## src/logic/sfsfe_consts.vh

```
// constants for the serial flash spi front end
// assumes inclusion by the single design file sfsfe_top.v
`ifndef SFSFE_CONSTS_VH
`define SFSFE_CONSTS_VH
// opcodes
`define SFSFE_OP_WREN    8'h06
`define SFSFE_OP_WRDI    8'h04
`define SFSFE_OP_RDSR    8'h05
`define SFSFE_OP_WRSR    8'h01
`define SFSFE_OP_READ    8'h03
`define SFSFE_OP_FREAD   8'h0b
`define SFSFE_OP_DREAD   8'h3b
`define SFSFE_OP_PP      8'h02
`define SFSFE_OP_SE      8'h20
`define SFSFE_OP_BE32    8'h52
`define SFSFE_OP_BE64    8'hd8
`define SFSFE_OP_CE      8'hc7
`define SFSFE_OP_PD      8'hb9
`define SFSFE_OP_RPD     8'hab
// status bit positions
`define SFSFE_S_BUSY     0
`define SFSFE_S_WL       1
`define SFSFE_S_SZ_LO    2
`define SFSFE_S_SZ_HI    4
`define SFSFE_S_SIDE     5
`define SFSFE_S_RSVD     6
`define SFSFE_S_LOCK     7
`define SFSFE_STATUS_RST 8'h00
// timing: power-up write delay in us, busy time in ns
`define SFSFE_CLK_NS     40
`define SFSFE_PUW_US     10
`define SFSFE_BUSY_NS    4000
// byte counts inside a frame
`define SFSFE_ADDR_END   4'h4
`define SFSFE_DUMMY_END  4'h5
`endif

```

## src/logic/sfsfe_top.v

```verilog
// serial flash spi front end: sampling, driving, pause, write protection
// and status word; runs on core_clk, all pins are asynchronous to it
//
// Overview of operation
// - sample data line on rising serial clock
// - modes 0 and 3, rising-edge sampling both
// - change driven bits on falling serial clock
// - dual read drives bidir line as output
// - other instructions keep bidir line input
// - pause starts on pause fall, clock low
// - pause ends on pause rise, clock low
// - while paused, output off, inputs ignored
// - pause keeps partial instruction state intact
// - write-type opcodes refused during power-up delay
// - start write-disabled; write enable needed first
// - write enable sets write latch S1
// - write latch cleared by reset, writes
// - power-down ignores all but release
// - busy S0 during writes; only status reads
// - size bits S4..S2 writable, default zero
// - block writes into protected array region
// - side bit: 0 top, 1 bottom
// - lock plus protect low refuses status writes
// - reserved S6 always reads zero
// - lock bit with protect pin gates status writes
// - select fall starts, opcode msb first
// - writes need whole bytes; reads any bit
`timescale 1ns/1ps
`include "sfsfe_consts.vh"

module sfsfe_top #(
   parameter PUW_CYCLES  = (`SFSFE_PUW_US * 1000) / `SFSFE_CLK_NS,
   parameter BUSY_CYCLES = (`SFSFE_BUSY_NS + `SFSFE_CLK_NS - 1)
                           / `SFSFE_CLK_NS
) (
   input  wire        core_clk,
   input  wire        rst_n,
   input  wire        sclk,
   input  wire        cs_n,
   input  wire        hold_n,
   input  wire        wp_n,
   input  wire        bidir_data_line_in,
   output reg         bidir_data_line_out,
   output reg         bidir_data_line_oe,
   output reg         dout,
   output reg         dout_oe,
   output reg         prog_strobe,
   output reg  [7:0]  prog_opcode,
   output reg  [23:0] prog_addr,
   output reg  [7:0]  status_view
);

   // ************************************************************
   // pin synchronisers
   // ************************************************************
   reg [4:0] sync1;
   reg [4:0] sync2;
   reg       sclk_d;
   reg       cs_d;

   // two flops per pin; only stage two is looked at
   always @(posedge core_clk) begin
      sync1 <= {sclk, cs_n, hold_n, wp_n, bidir_data_line_in};
      sync2 <= sync1;
   end

   wire s_sclk = sync2[4];
   wire s_cs_n = sync2[3];
   wire s_hold = sync2[2];
   wire s_wp_n = sync2[1];
   wire s_din  = sync2[0];

   always @(posedge core_clk) begin
      if (!rst_n) begin
         sclk_d <= 1'b0;
         cs_d   <= 1'b1;
      end else begin
         sclk_d <= s_sclk;
         cs_d   <= s_cs_n;
      end
   end

   wire sclk_rise = s_sclk & ~sclk_d;
   wire sclk_fall = ~s_sclk & sclk_d;
   wire cs_fall   = ~s_cs_n & cs_d;
   wire cs_rise   = s_cs_n & ~cs_d;

   // ************************************************************
   // pause (hold) tracking
   // ************************************************************
   reg paused;

   // a change of the pause pin takes effect at once if the clock is
   // low, else waits for the next falling clock edge
   always @(posedge core_clk) begin
      if (!rst_n || s_cs_n) begin
         paused <= 1'b0;
      end else if (!s_hold && !paused &&
                   (!s_sclk || sclk_fall)) begin
         paused <= 1'b1;
      end else if (s_hold && paused &&
                   (!s_sclk || sclk_fall)) begin
         paused <= 1'b0;
      end
   end

   // serial clock edges are dropped while paused
   wire run   = ~s_cs_n & ~paused;
   wire srise = sclk_rise & run;
   wire sfall = sclk_fall & run;

   // ************************************************************
   // protection helpers
   // ************************************************************
   // true when a 24-bit address falls in the protected region
   function prot_hit;
      input [2:0]  size;
      input        side;
      input [23:0] addr;
      reg   [6:0]  blk;
      reg   [7:0]  span;
      begin
         blk  = addr[22:16];
         span = (size == 3'h0) ? 8'h00 :
                (size == 3'h7) ? 8'h80 : (8'h01 << size);
         if (size == 3'h7)
            prot_hit = 1'b1;
         else if (side)
            prot_hit = ({1'b0, blk} < span);
         else
            prot_hit = ({1'b0, blk} >= (8'h80 - span));
      end
   endfunction

   function is_write_op;
      input [7:0] op;
      begin
         is_write_op = (op == `SFSFE_OP_PP) || (op == `SFSFE_OP_SE) ||
                       (op == `SFSFE_OP_BE32) ||
                       (op == `SFSFE_OP_BE64) ||
                       (op == `SFSFE_OP_CE) || (op == `SFSFE_OP_WRSR);
      end
   endfunction

   // ************************************************************
   // power-up delay and busy timer
   // ************************************************************
   reg [15:0] puw_cnt;
   reg        puw_done;
   reg [15:0] busy_cnt;
   reg        busy;
   reg        start_busy;

   // the delay counter starts at reset release; write ops wait for it
   always @(posedge core_clk) begin
      if (!rst_n) begin
         puw_cnt  <= 16'h0000;
         puw_done <= 1'b0;
      end else if (!puw_done) begin
         puw_cnt  <= puw_cnt + 16'h0001;
         puw_done <= (puw_cnt >= PUW_CYCLES[15:0] - 16'h0001);
      end
   end

   // busy stands for a fixed internal cycle; no array here
   always @(posedge core_clk) begin
      if (!rst_n) begin
         busy     <= 1'b0;
         busy_cnt <= 16'h0000;
      end else if (start_busy) begin
         busy     <= 1'b1;
         busy_cnt <= BUSY_CYCLES[15:0];
      end else if (busy) begin
         busy_cnt <= busy_cnt - 16'h0001;
         busy     <= (busy_cnt != 16'h0001);
      end
   end

   // ************************************************************
   // serial shifter and instruction decode
   // ************************************************************
   reg [7:0]  shreg;
   reg [2:0]  bitn;
   reg [3:0]  bytes;
   reg [7:0]  opcode;
   reg [23:0] addr;
   reg [7:0]  wr_data;
   reg        wr_seen;
   reg        have_op;
   reg        write_latch;
   reg [2:0]  region_size;
   reg        region_side;
   reg        status_lock;
   reg        pdown;
   reg [7:0]  tx;
   reg        dual_out;

   // status word as read; reserved bit tied low
   wire [7:0] status_word = {status_lock, 1'b0, region_side,
                             region_size, write_latch, busy};

   wire [7:0] shnext = {shreg[6:0], s_din};
   wire       byte_done = srise & (bitn == 3'h7);
   wire       whole = (bitn == 3'h0);
   wire       lock_on = status_lock & ~s_wp_n;
   wire       may_write = write_latch & puw_done & ~busy & ~pdown;

   // frame sequencing: opcode, address, data; held across a pause
   always @(posedge core_clk) begin
      if (!rst_n || cs_fall) begin
         bitn    <= 3'h0;
         bytes   <= 4'h0;
         have_op <= 1'b0;
         wr_seen <= 1'b0;
         shreg   <= 8'h00;
         opcode  <= 8'h00;
         addr    <= 24'h000000;
         wr_data <= 8'h00;
      end else if (srise) begin
         shreg <= shnext;
         bitn  <= bitn + 3'h1;
         if (byte_done) begin
            if (bytes != 4'hf)
               bytes <= bytes + 4'h1;
            if (!have_op) begin
               opcode  <= shnext;
               have_op <= 1'b1;
            end else if (bytes < `SFSFE_ADDR_END) begin
               addr <= {addr[15:0], shnext};
            end else if (!wr_seen) begin
               wr_data <= shnext;
               wr_seen <= 1'b1;
            end
            if (have_op && opcode == `SFSFE_OP_WRSR && !wr_seen) begin
               wr_data <= shnext;
               wr_seen <= 1'b1;
            end
         end
      end
   end

   // end-of-frame commit, status word and power-down state
   always @(posedge core_clk) begin
      start_busy  <= 1'b0;
      prog_strobe <= 1'b0;
      if (!rst_n) begin
         write_latch <= 1'b0;
         region_size <= 3'h0;
         region_side <= 1'b0;
         status_lock <= 1'b0;
         pdown       <= 1'b0;
         prog_opcode <= 8'h00;
         prog_addr   <= 24'h000000;
      end else if (cs_rise && have_op && whole) begin
         // busy frames, and powered-down frames other than release, fall through untouched
         if (pdown) begin
            if (opcode == `SFSFE_OP_RPD)
               pdown <= 1'b0;
         end else if (busy) begin
            pdown <= pdown;
         end else if (opcode == `SFSFE_OP_WREN) begin
            if (puw_done)
               write_latch <= 1'b1;
         end else if (opcode == `SFSFE_OP_WRDI) begin
            write_latch <= 1'b0;
         end else if (opcode == `SFSFE_OP_PD) begin
            pdown <= 1'b1;
         end else if (is_write_op(opcode) && may_write) begin
            write_latch <= 1'b0;
            if (opcode == `SFSFE_OP_WRSR) begin
               if (!lock_on && wr_seen) begin
                  region_size <= wr_data[`SFSFE_S_SZ_HI:`SFSFE_S_SZ_LO];
                  region_side <= wr_data[`SFSFE_S_SIDE];
                  status_lock <= wr_data[`SFSFE_S_LOCK];
                  start_busy  <= 1'b1;
               end
            end else if (opcode == `SFSFE_OP_CE ?
                         (region_size == 3'h0) :
                         !prot_hit(region_size, region_side,
                                   addr)) begin
               start_busy  <= 1'b1;
               prog_strobe <= 1'b1;
               prog_opcode <= opcode;
               prog_addr   <= addr;
            end
         end
      end
   end

   // ************************************************************
   // output driver
   // ************************************************************
   // read data is not modelled here: data reads return zeros
   wire op_ok  = ~pdown & (~busy | (opcode == `SFSFE_OP_RDSR));
   wire is_rd  = have_op & op_ok & ((opcode == `SFSFE_OP_RDSR) ||
                 (bytes >= `SFSFE_ADDR_END &&
                  (opcode == `SFSFE_OP_READ)) ||
                 (bytes >= `SFSFE_DUMMY_END &&
                  (opcode == `SFSFE_OP_FREAD ||
                   opcode == `SFSFE_OP_DREAD)));

   // bits change only on falling serial clock
   always @(posedge core_clk) begin
      if (!rst_n || s_cs_n) begin
         tx       <= 8'h00;
         dual_out <= 1'b0;
         dout     <= 1'b0;
         bidir_data_line_out <= 1'b0;
      end else if (sfall && is_rd) begin
         dual_out <= (opcode == `SFSFE_OP_DREAD);
         if (opcode == `SFSFE_OP_DREAD) begin
            if (bitn[0] == 1'b0)
               tx <= 8'h00;
            dout <= tx[7];
            bidir_data_line_out <= tx[6];
            tx <= {tx[5:0], 2'b00};
         end else begin
            if (bitn == 3'h0 && opcode == `SFSFE_OP_RDSR)
               tx <= {status_word[6:0], 1'b0};
            else
               tx <= {tx[6:0], 1'b0};
            dout <= (bitn == 3'h0 && opcode == `SFSFE_OP_RDSR) ?
                    status_word[7] : tx[7];
         end
      end
   end

   // output enables follow select, pause and read phase
   always @(posedge core_clk) begin
      if (!rst_n) begin
         dout_oe            <= 1'b0;
         bidir_data_line_oe <= 1'b0;
         status_view        <= `SFSFE_STATUS_RST;
      end else begin
         status_view <= status_word;
         dout_oe <= run & is_rd;
         bidir_data_line_oe <= run & is_rd & dual_out;
      end
   end

endmodule

```

## config.mk

```make
export PLATFORM = sky130hd
export DESIGN_NAME = sfsfe_top
export DESIGN_NICKNAME = d
export VERILOG_FILES = /design/src/logic/sfsfe_top.v
export VERILOG_INCLUDE_DIRS = /design/src /design/src/logic
export SDC_FILE = /design/constraint.sdc
export NUM_CORES = 1
export LEC_CHECK = 0
export ABC_AREA = 1
export BUFFER_PORTS_ARGS = -buffer_cell sky130_fd_sc_hd__buf_2
export CAP_MARGIN = 20
export CORE_MARGIN = 4
export CORE_UTILIZATION = 40
export DETAILED_ROUTE_END_ITERATION = 16
export GPL_TIMING_DRIVEN = 0
export HOLD_SLACK_MARGIN = 0.08
export PLACE_DENSITY = 0.68
export RECOVER_POWER = 100
export SKIP_LAST_GASP = 1
export SYNTH_ARGS = -nofsm -noshare
export SYNTH_HDL_FRONTEND = slang
export SYNTH_SLANG_ARGS = --single-unit
export TNS_END_PERCENT = 5
```

## constraint.sdc

```tcl
create_clock -name core_clk -period 2.7 [get_ports core_clk]
set_input_delay 0.54 -clock core_clk [delete_from_list [all_inputs] [get_ports core_clk]]
set_output_delay 0.54 -clock core_clk [all_outputs]
set_load 0.03 [all_outputs]
```

Word level (Yosys, flattened, before mapping)
Index checks and enable logic that the tools add are counted.
- flip-flop bits (word level): 165
- bits of input ports: 7
- output and inout bits: 45
- word-level logic and storage cells: 200
- add/subtract/negate cells: 5
- $lt $le $gt $ge: 6
- eq/ne operators: 22
- shifts and indexed selects: 1
- multiplexer cells: 46
- bitwise logic cells: 34
- reduce and logical (&&, ||, !) cells: 51
- operators with widths (kind ; count):
    $mux 8 ; 8
    $mux 1 ; 36
    $eq 8x8->1 const B ; 4
    $eq 8x3->1 const B ; 3
    $reduce_and 9->1 ; 2
    $and 1x1->1 ; 17
    $add 16x1->16 const B ; 1
    $eq 8x2->1 const B ; 2
    $eq 8x6->1 const B ; 2
    $ge 16x8->1 const B ; 1
    $ne 16x1->1 const B ; 1
    $not 1->1 ; 16
    $sub 16x1->16 const B ; 1
    $logic_and 1x1->1 ; 14
    $mux 7 ; 2
    $logic_or 1x1->1 ; 11
    $reduce_or 9->1 ; 1
    $eq 8x1->1 const B ; 1
    $eq 8x4->1 const B ; 1
    $eq 8x7->1 const B ; 1
    $ge 4x3->1 const B ; 2
    $ge 7x8->1 ; 1
    $lt 7x8->1 ; 1
    $reduce_and 4->1 ; 2
    21 further kinds ; 34

Longest topological paths before layout
- depth in word-level cells: 20
- mapped depth: 19

Worst setup path before layout
Ideal clock, no wire load.
- kind: register -> register
- start: register region_size[1]
- end: register prog_addr[0]
- arrival time: 2123 ps
- path slack: 461 ps
- stages on the path, launching flop included: 18
- path buffers: 2
- period minus slack after synthesis: 2239 ps
- cell sequence: dfxtp_1 buf_2 inv_1 nand3_1 ha_1 nand2_1 xor2_1 ha_1 inv_1 o21bai_1 nand2_1 nand2_1 nand2_1 nand2_1 nand2_2 buf_2 a21oi_1 nor2_1
- longest elaborated chain between the ends: 19
- elaborated cells between the ends (all ways): 22
- RTL lines (what ; line ; text):
    from (decl) ; sfsfe_top.v:191 ; reg [2:0] region_size;
    from (signal assigned) ; sfsfe_top.v:272 ; region_size <= wr_data[`SFSFE_S_SZ_HI:`SFSFE_S_SZ_LO];
    $eq 3x3->1 or $shl 1x3->8 (tied branches) ; sfsfe_top.v:125, sfsfe_top.v:126 ;
    $mux 8 ; sfsfe_top.v:125 ; (size == 3'h7) ? 8'h80 : (8'h01 << size);
    $mux 8 ; sfsfe_top.v:124 ; span = (size == 3'h0) ? 8'h00 :
    $sub 8x8->8 ; sfsfe_top.v:131 ; prot_hit = ({1'b0, blk} >= (8'h80 - span));
    $ge 7x8->1 ; sfsfe_top.v:131 ;
    $mux 1 ; sfsfe_top.v:128 ; else if (side)
    $mux 1 ; sfsfe_top.v:126 ; if (size == 3'h7)
    $mux 1 ; sfsfe_top.v:270 ; if (opcode == `SFSFE_OP_WRSR) begin
    [3 not listed] ; -- ;
    $mux 1 ; sfsfe_top.v:261 ; end else if (opcode == `SFSFE_OP_WREN) begin
    $mux 1 ; sfsfe_top.v:259 ; end else if (busy) begin
    $mux 1 ; sfsfe_top.v:256 ; if (pdown) begin
    $mux 1 ; sfsfe_top.v:254 ; end else if (cs_rise && have_op && whole) begin
    $mux 1 ; sfsfe_top.v:246 ; if (!rst_n) begin
    $logic_not 1->1 ; sfsfe_top.v:279 ; !prot_hit(region_size, region_side,
    $mux 1 * ; sfsfe_top.v:277 ; end else if (opcode == `SFSFE_OP_CE ?
    $reduce_and 9->1 (no line) * ; -- ;
    to (signal assigned) ; sfsfe_top.v:284 ; prog_addr <= addr;
    to (decl) ; sfsfe_top.v:49 ; output reg [23:0] prog_addr,
Every way passes the cells marked *; elsewhere a longest branch is shown, timed or not. The select of a mux whose other input is x is not followed.
A chain may end at the register's enable or synchronous reset.

Final worst setup path
- start: register region_size[1]
- end: register start_busy
- longest elaborated chain between the ends: 20
- elaborated cells between the ends (all ways): 23
- RTL lines (what ; line ; text):
    $eq 3x3->1 or $shl 1x3->8 (tied branches) ; sfsfe_top.v:125, sfsfe_top.v:126 ;
    $mux 8 ; sfsfe_top.v:125 ;
    $mux 8 ; sfsfe_top.v:124 ;
    $sub 8x8->8 ; sfsfe_top.v:131 ;
    $ge 7x8->1 ; sfsfe_top.v:131 ;
    $mux 1 ; sfsfe_top.v:128 ;
    $mux 1 ; sfsfe_top.v:126 ;
    $mux 1 ; sfsfe_top.v:270 ;
    [3 not listed] ; -- ;
    $mux 1 ; sfsfe_top.v:261 ;
    $mux 1 ; sfsfe_top.v:259 ;
    $mux 1 ; sfsfe_top.v:256 ;
    $mux 1 ; sfsfe_top.v:254 ;
    $mux 1 ; sfsfe_top.v:246 ;
    $logic_not 1->1 ; sfsfe_top.v:279 ;
    $mux 1 * (2 in a row) ; sfsfe_top.v:277 ;
    $mux 1 * ; sfsfe_top.v:270 ;
    to (signal assigned) ; sfsfe_top.v:244 ; start_busy <= 1'b0;
    to (signal assigned) ; sfsfe_top.v:275 ; start_busy <= 1'b1;
    to (signal assigned) ; sfsfe_top.v:281 ; start_busy <= 1'b1;
    to (decl) ; sfsfe_top.v:152 ; reg start_busy;
Marks and branches as above.

==> run metrics <==
RSZ-0062 raised after global routing no; proportion of register bits with asynchronous set or reset after synthesis 0%; weighted congestion reported at the end of routability-driven placement 0.922; net switching power figure 1.07 mW; # fillers 1775; fmax 0.399 GHz; status finished, final reports clean; via count of the first global-routing pass 6009; hold_buf cts 0; capture point of the worst reg-to-reg path start_busy; sum of negative setup slack 0 ns; most frequently used flop master after synthesis dfxtp_1; maximum clock skew at final layout 0.00705 ns; most used cells in the layout excluding fill and tap cells dfxtp_1, nand2_1, inv_1; global-route wire length before repair 28800 um; launch instance of the worst min-delay path bidir_data_line_in; standard cell area after detailed placement 0.00770 mm^2; multiplexer share of the synthesized area 0%; Max Cap Viol 0; violation count after the first detailed-routing iteration 518; highest cell delay on the worst timing path 0.35 ns; crit path DAT 2.77 ns; Storage cell area 0.00321 mm^2; TritonCTS clock tree built; Cell Count Post-Placement 1272; initial cell density of the core 41.2%; adder-cell area share of the yosys netlist 4.54%; number of pins exceeding their max-slew limit in the final report 0; hold crit path type input port to register; share of total power in sequential cells 49.3%; standard cell core area 0.0174 mm^2; worst min-delay path endpoint sync1[0]; Unique masters post-synth 37; area delta synth->final 15.1%; largest buffer count on any clock path 2; number of buffers and inverters on the critical path 4; critical path's top delay family simple AND/OR/NAND/NOR gates; Remaining Overflow, GRT 0; Port Buffers 49; total via count in the routed design 6471; fraction of the yosys area taken by sequential cells 44.7%; Critical Path RT 2.97 ns; slowest CP cell dfxtp_2; antenna diode count 0; crit start category register; ratio of cells with drive above 1 in the final layout 6.11%; Rel. slew slack 58.9%; Leakage Power 3.37 nW; Die Footprint 0.0201 mm^2; Clock Power Share 47.7%; # clock sinks 160; post-synthesis xor/xnor area fraction 0.977%; flip-flop and latch count after synthesis 160; most prevalent standard cell on the critical path nand2_1; Worst Tran Pin Value 0.617 ns; count of mapped cells out of synthesis 997; number of nets in the layout 1101; final setup fails 0; CTS clk-pin slew, worst paths 0.06 ns; average vias per placed instance 4.95; worst hold path depth 1; All-Layer GR Usage 17.5%; post-route standard cell area excluding fillers 0.00826 mm^2; H-tree Lvls 4; fraction of the mapped netlist area in compound gates 16.5%; worst reg-to-reg path cell count 17; height of the die 142 um; total wirelength of the detailed-routed design 17000 um; largest cells by area after synthesis dfxtp_1, a21oi_1, nand2_1, inv_1, nor2_1; post-route total power 4.86 mW; total area of multi-input combinational cells 0.00326 mm^2; Internal 3.79 mW; Row Count 48; cell accounting for the most synthesized area dfxtp_1; most common cell after layout, fill and taps aside dfxtp_1; DRC Markers 0; total CTS buffers 17; synthesis warning total 0; later-pin clock latency in the skew report 0.43 ns; switching fraction of total power 22.1%; number of detailed-route iterations in the first pass 5; Avg Cell Area, Syn 7.19 um^2; cell area after synthesis 0.00717 mm^2; critical path peak fanout 10; largest family of logic cells by synthesized area simple AND/OR/NAND/NOR gates; R2R Path Start region_size[1]; Final Instance Count excl. Fillers 1306; type of the worst setup path register to register; clock period minus final worst setup slack 2.50 ns; Period Utilization, post-route 92.8%; count of nets left with antenna violations after detail routing 0; Root Buffer clkbuf_16; average wire length per cell after detail routing 13.0 um; antenna violations before repair 0; Critical Path, Cell by Cell buf_6 > clkinvlp_4 > nand3_2 > ha_4 > nand2_1 > xor2_1 > ha_1 > inv_1 > o21bai_1 > nand2_1 > nand2_1 > nand2_1 > nand2_1 > nand2_4 > buf_4 > nand2_1 > o22ai_1; pin count of the biggest net entering global routing 17; setup slack of the most critical reg-to-reg path 0.20 ns; Final Hold Fails 0; Ports 52; part of the total power dissipated in combinational logic 2.9%; horizontal die dimension 142 um; post-detail-place hpwl 12800 um; area fraction in and, or, nand and nor cells after synthesis 23.2%; number of synthesized flops with an enable pin 0; Critical Path Sink Type register; area share of the largest cell type after synthesis 44.7%; Peak VDD IR 0.452 mV; power per unit of standard cell area 588 mW/mm^2
-- per-layer routing --
layer / part of all wire, % / wire, um / track usage [%] / up-vias
met1: 50 / 8490 / 24.3 / 2940
met2: 43 / 7330 / 26.4 / 135
li1: - / - / - / 3372
met4: 2.5 / 417 / 7.63 / 0
met3: 4.5 / 773 / 3.84 / 24
met5: 0 / 0 / 0 / -
-- area by class of cell --
cell class / count / share of cell area (%)
repair buffers: 51 / 2.48
well taps: 225 / 3.41
inverters: 142 / 6.50
flip-flops and latches: 160 / 38.8
clock inverters: 8 / 0.970
plain buffers: 37 / 2.35
multi-input cells: 659 / 39.5
clock buffers: 24 / 5.95
-- through the flow --
stage,hold slack (ns),setup slack (ns),util [%]
final,0.210,0.195,47.4
after global routing,0.187,0.0139,47.4
after CTS,0.186,0.00729,47.6
after detailed placement,0.312,-0.117,44.2
after global placement,0.313,-0.0813,44.2
after floorplan,0.310,0.461,-
-- power groups by stage --
stage               Sequential (mW)  Combinational [mW]  Clock [mW]
floorplan                      2.44               0.101           0
global placement               2.45               0.139           0
finish                         2.40               0.142        2.32
CTS                            2.40               0.142        2.36
detailed placement             2.45               0.141           0
global route                   2.40               0.166        2.47
-- worst max-delay path by stage --
stage                        start  cells past startpoint           end  slack, ns
global placement    region_size[1]                     17    start_busy      -0.08
finish              region_size[1]                     17    start_busy       0.20
detailed placement  region_size[1]                     17    start_busy      -0.12
floorplan           region_size[1]                     17  prog_addr[0]       0.46
CTS                 region_size[1]                     18    start_busy      0.007
global route        region_size[1]                     17    start_busy       0.01
-- state kept, by name, indices dropped and copies added, names as in the netlist, 7 cells and up --
| register | flops |
|---|---|
| busy_cnt | 16 |
| tx | 7 |
| prog_addr | 24 |
| prog_opcode | 8 |
| shreg | 7 |
| status_view | 7 |
| addr | 24 |
| puw_cnt | 16 |
| opcode | 8 |
-- cell usage after synthesis, types with 3 or more instances --
library cell	number
a21oi_1	121
a31oi_1	4
buf_2	14
buf_4	7
clkbuf_1	14
clkinv_1	3
dfxtp_1	160
ha_1	26
inv_1	136
inv_2	3
nand2_1	152
nand3_1	70
nand4_1	10
nor2_1	127
nor2_2	3
nor3_1	18
nor3b_1	3
o211ai_1	4
o21ai_0	94
xor2_1	7
-- logic make-up after synthesis --
logic type / Yosys count
AOI/OAI and AO/OA: 230
xor gates and xnor gates: 8
adders and majority gates: 26
buffers and inverters: 179
and+or+nand+nor: 392
other: 2
DFF: 160
-- worst register-to-register path, delay by kind of cell, from the launching register on --
family	cells	cell delay, ns
and+or+nand+nor	8	0.66
buffers and inverters	4	0.49
AOI/OAI and AO/OA	2	0.23
DFF	1	0.35
adders and majority gates	2	0.44
xor gates and xnor gates	1	0.16
-- what timing repair did --
action / in CTS / in global routing
endpoints found under the setup margin: 34 / 34
gates resized for setup: 6 / 8
pin swaps: 0 / 1
gates cloned: 0 / 0
buffers inserted: 0 / 2
(Power assumes the default switching activity.)
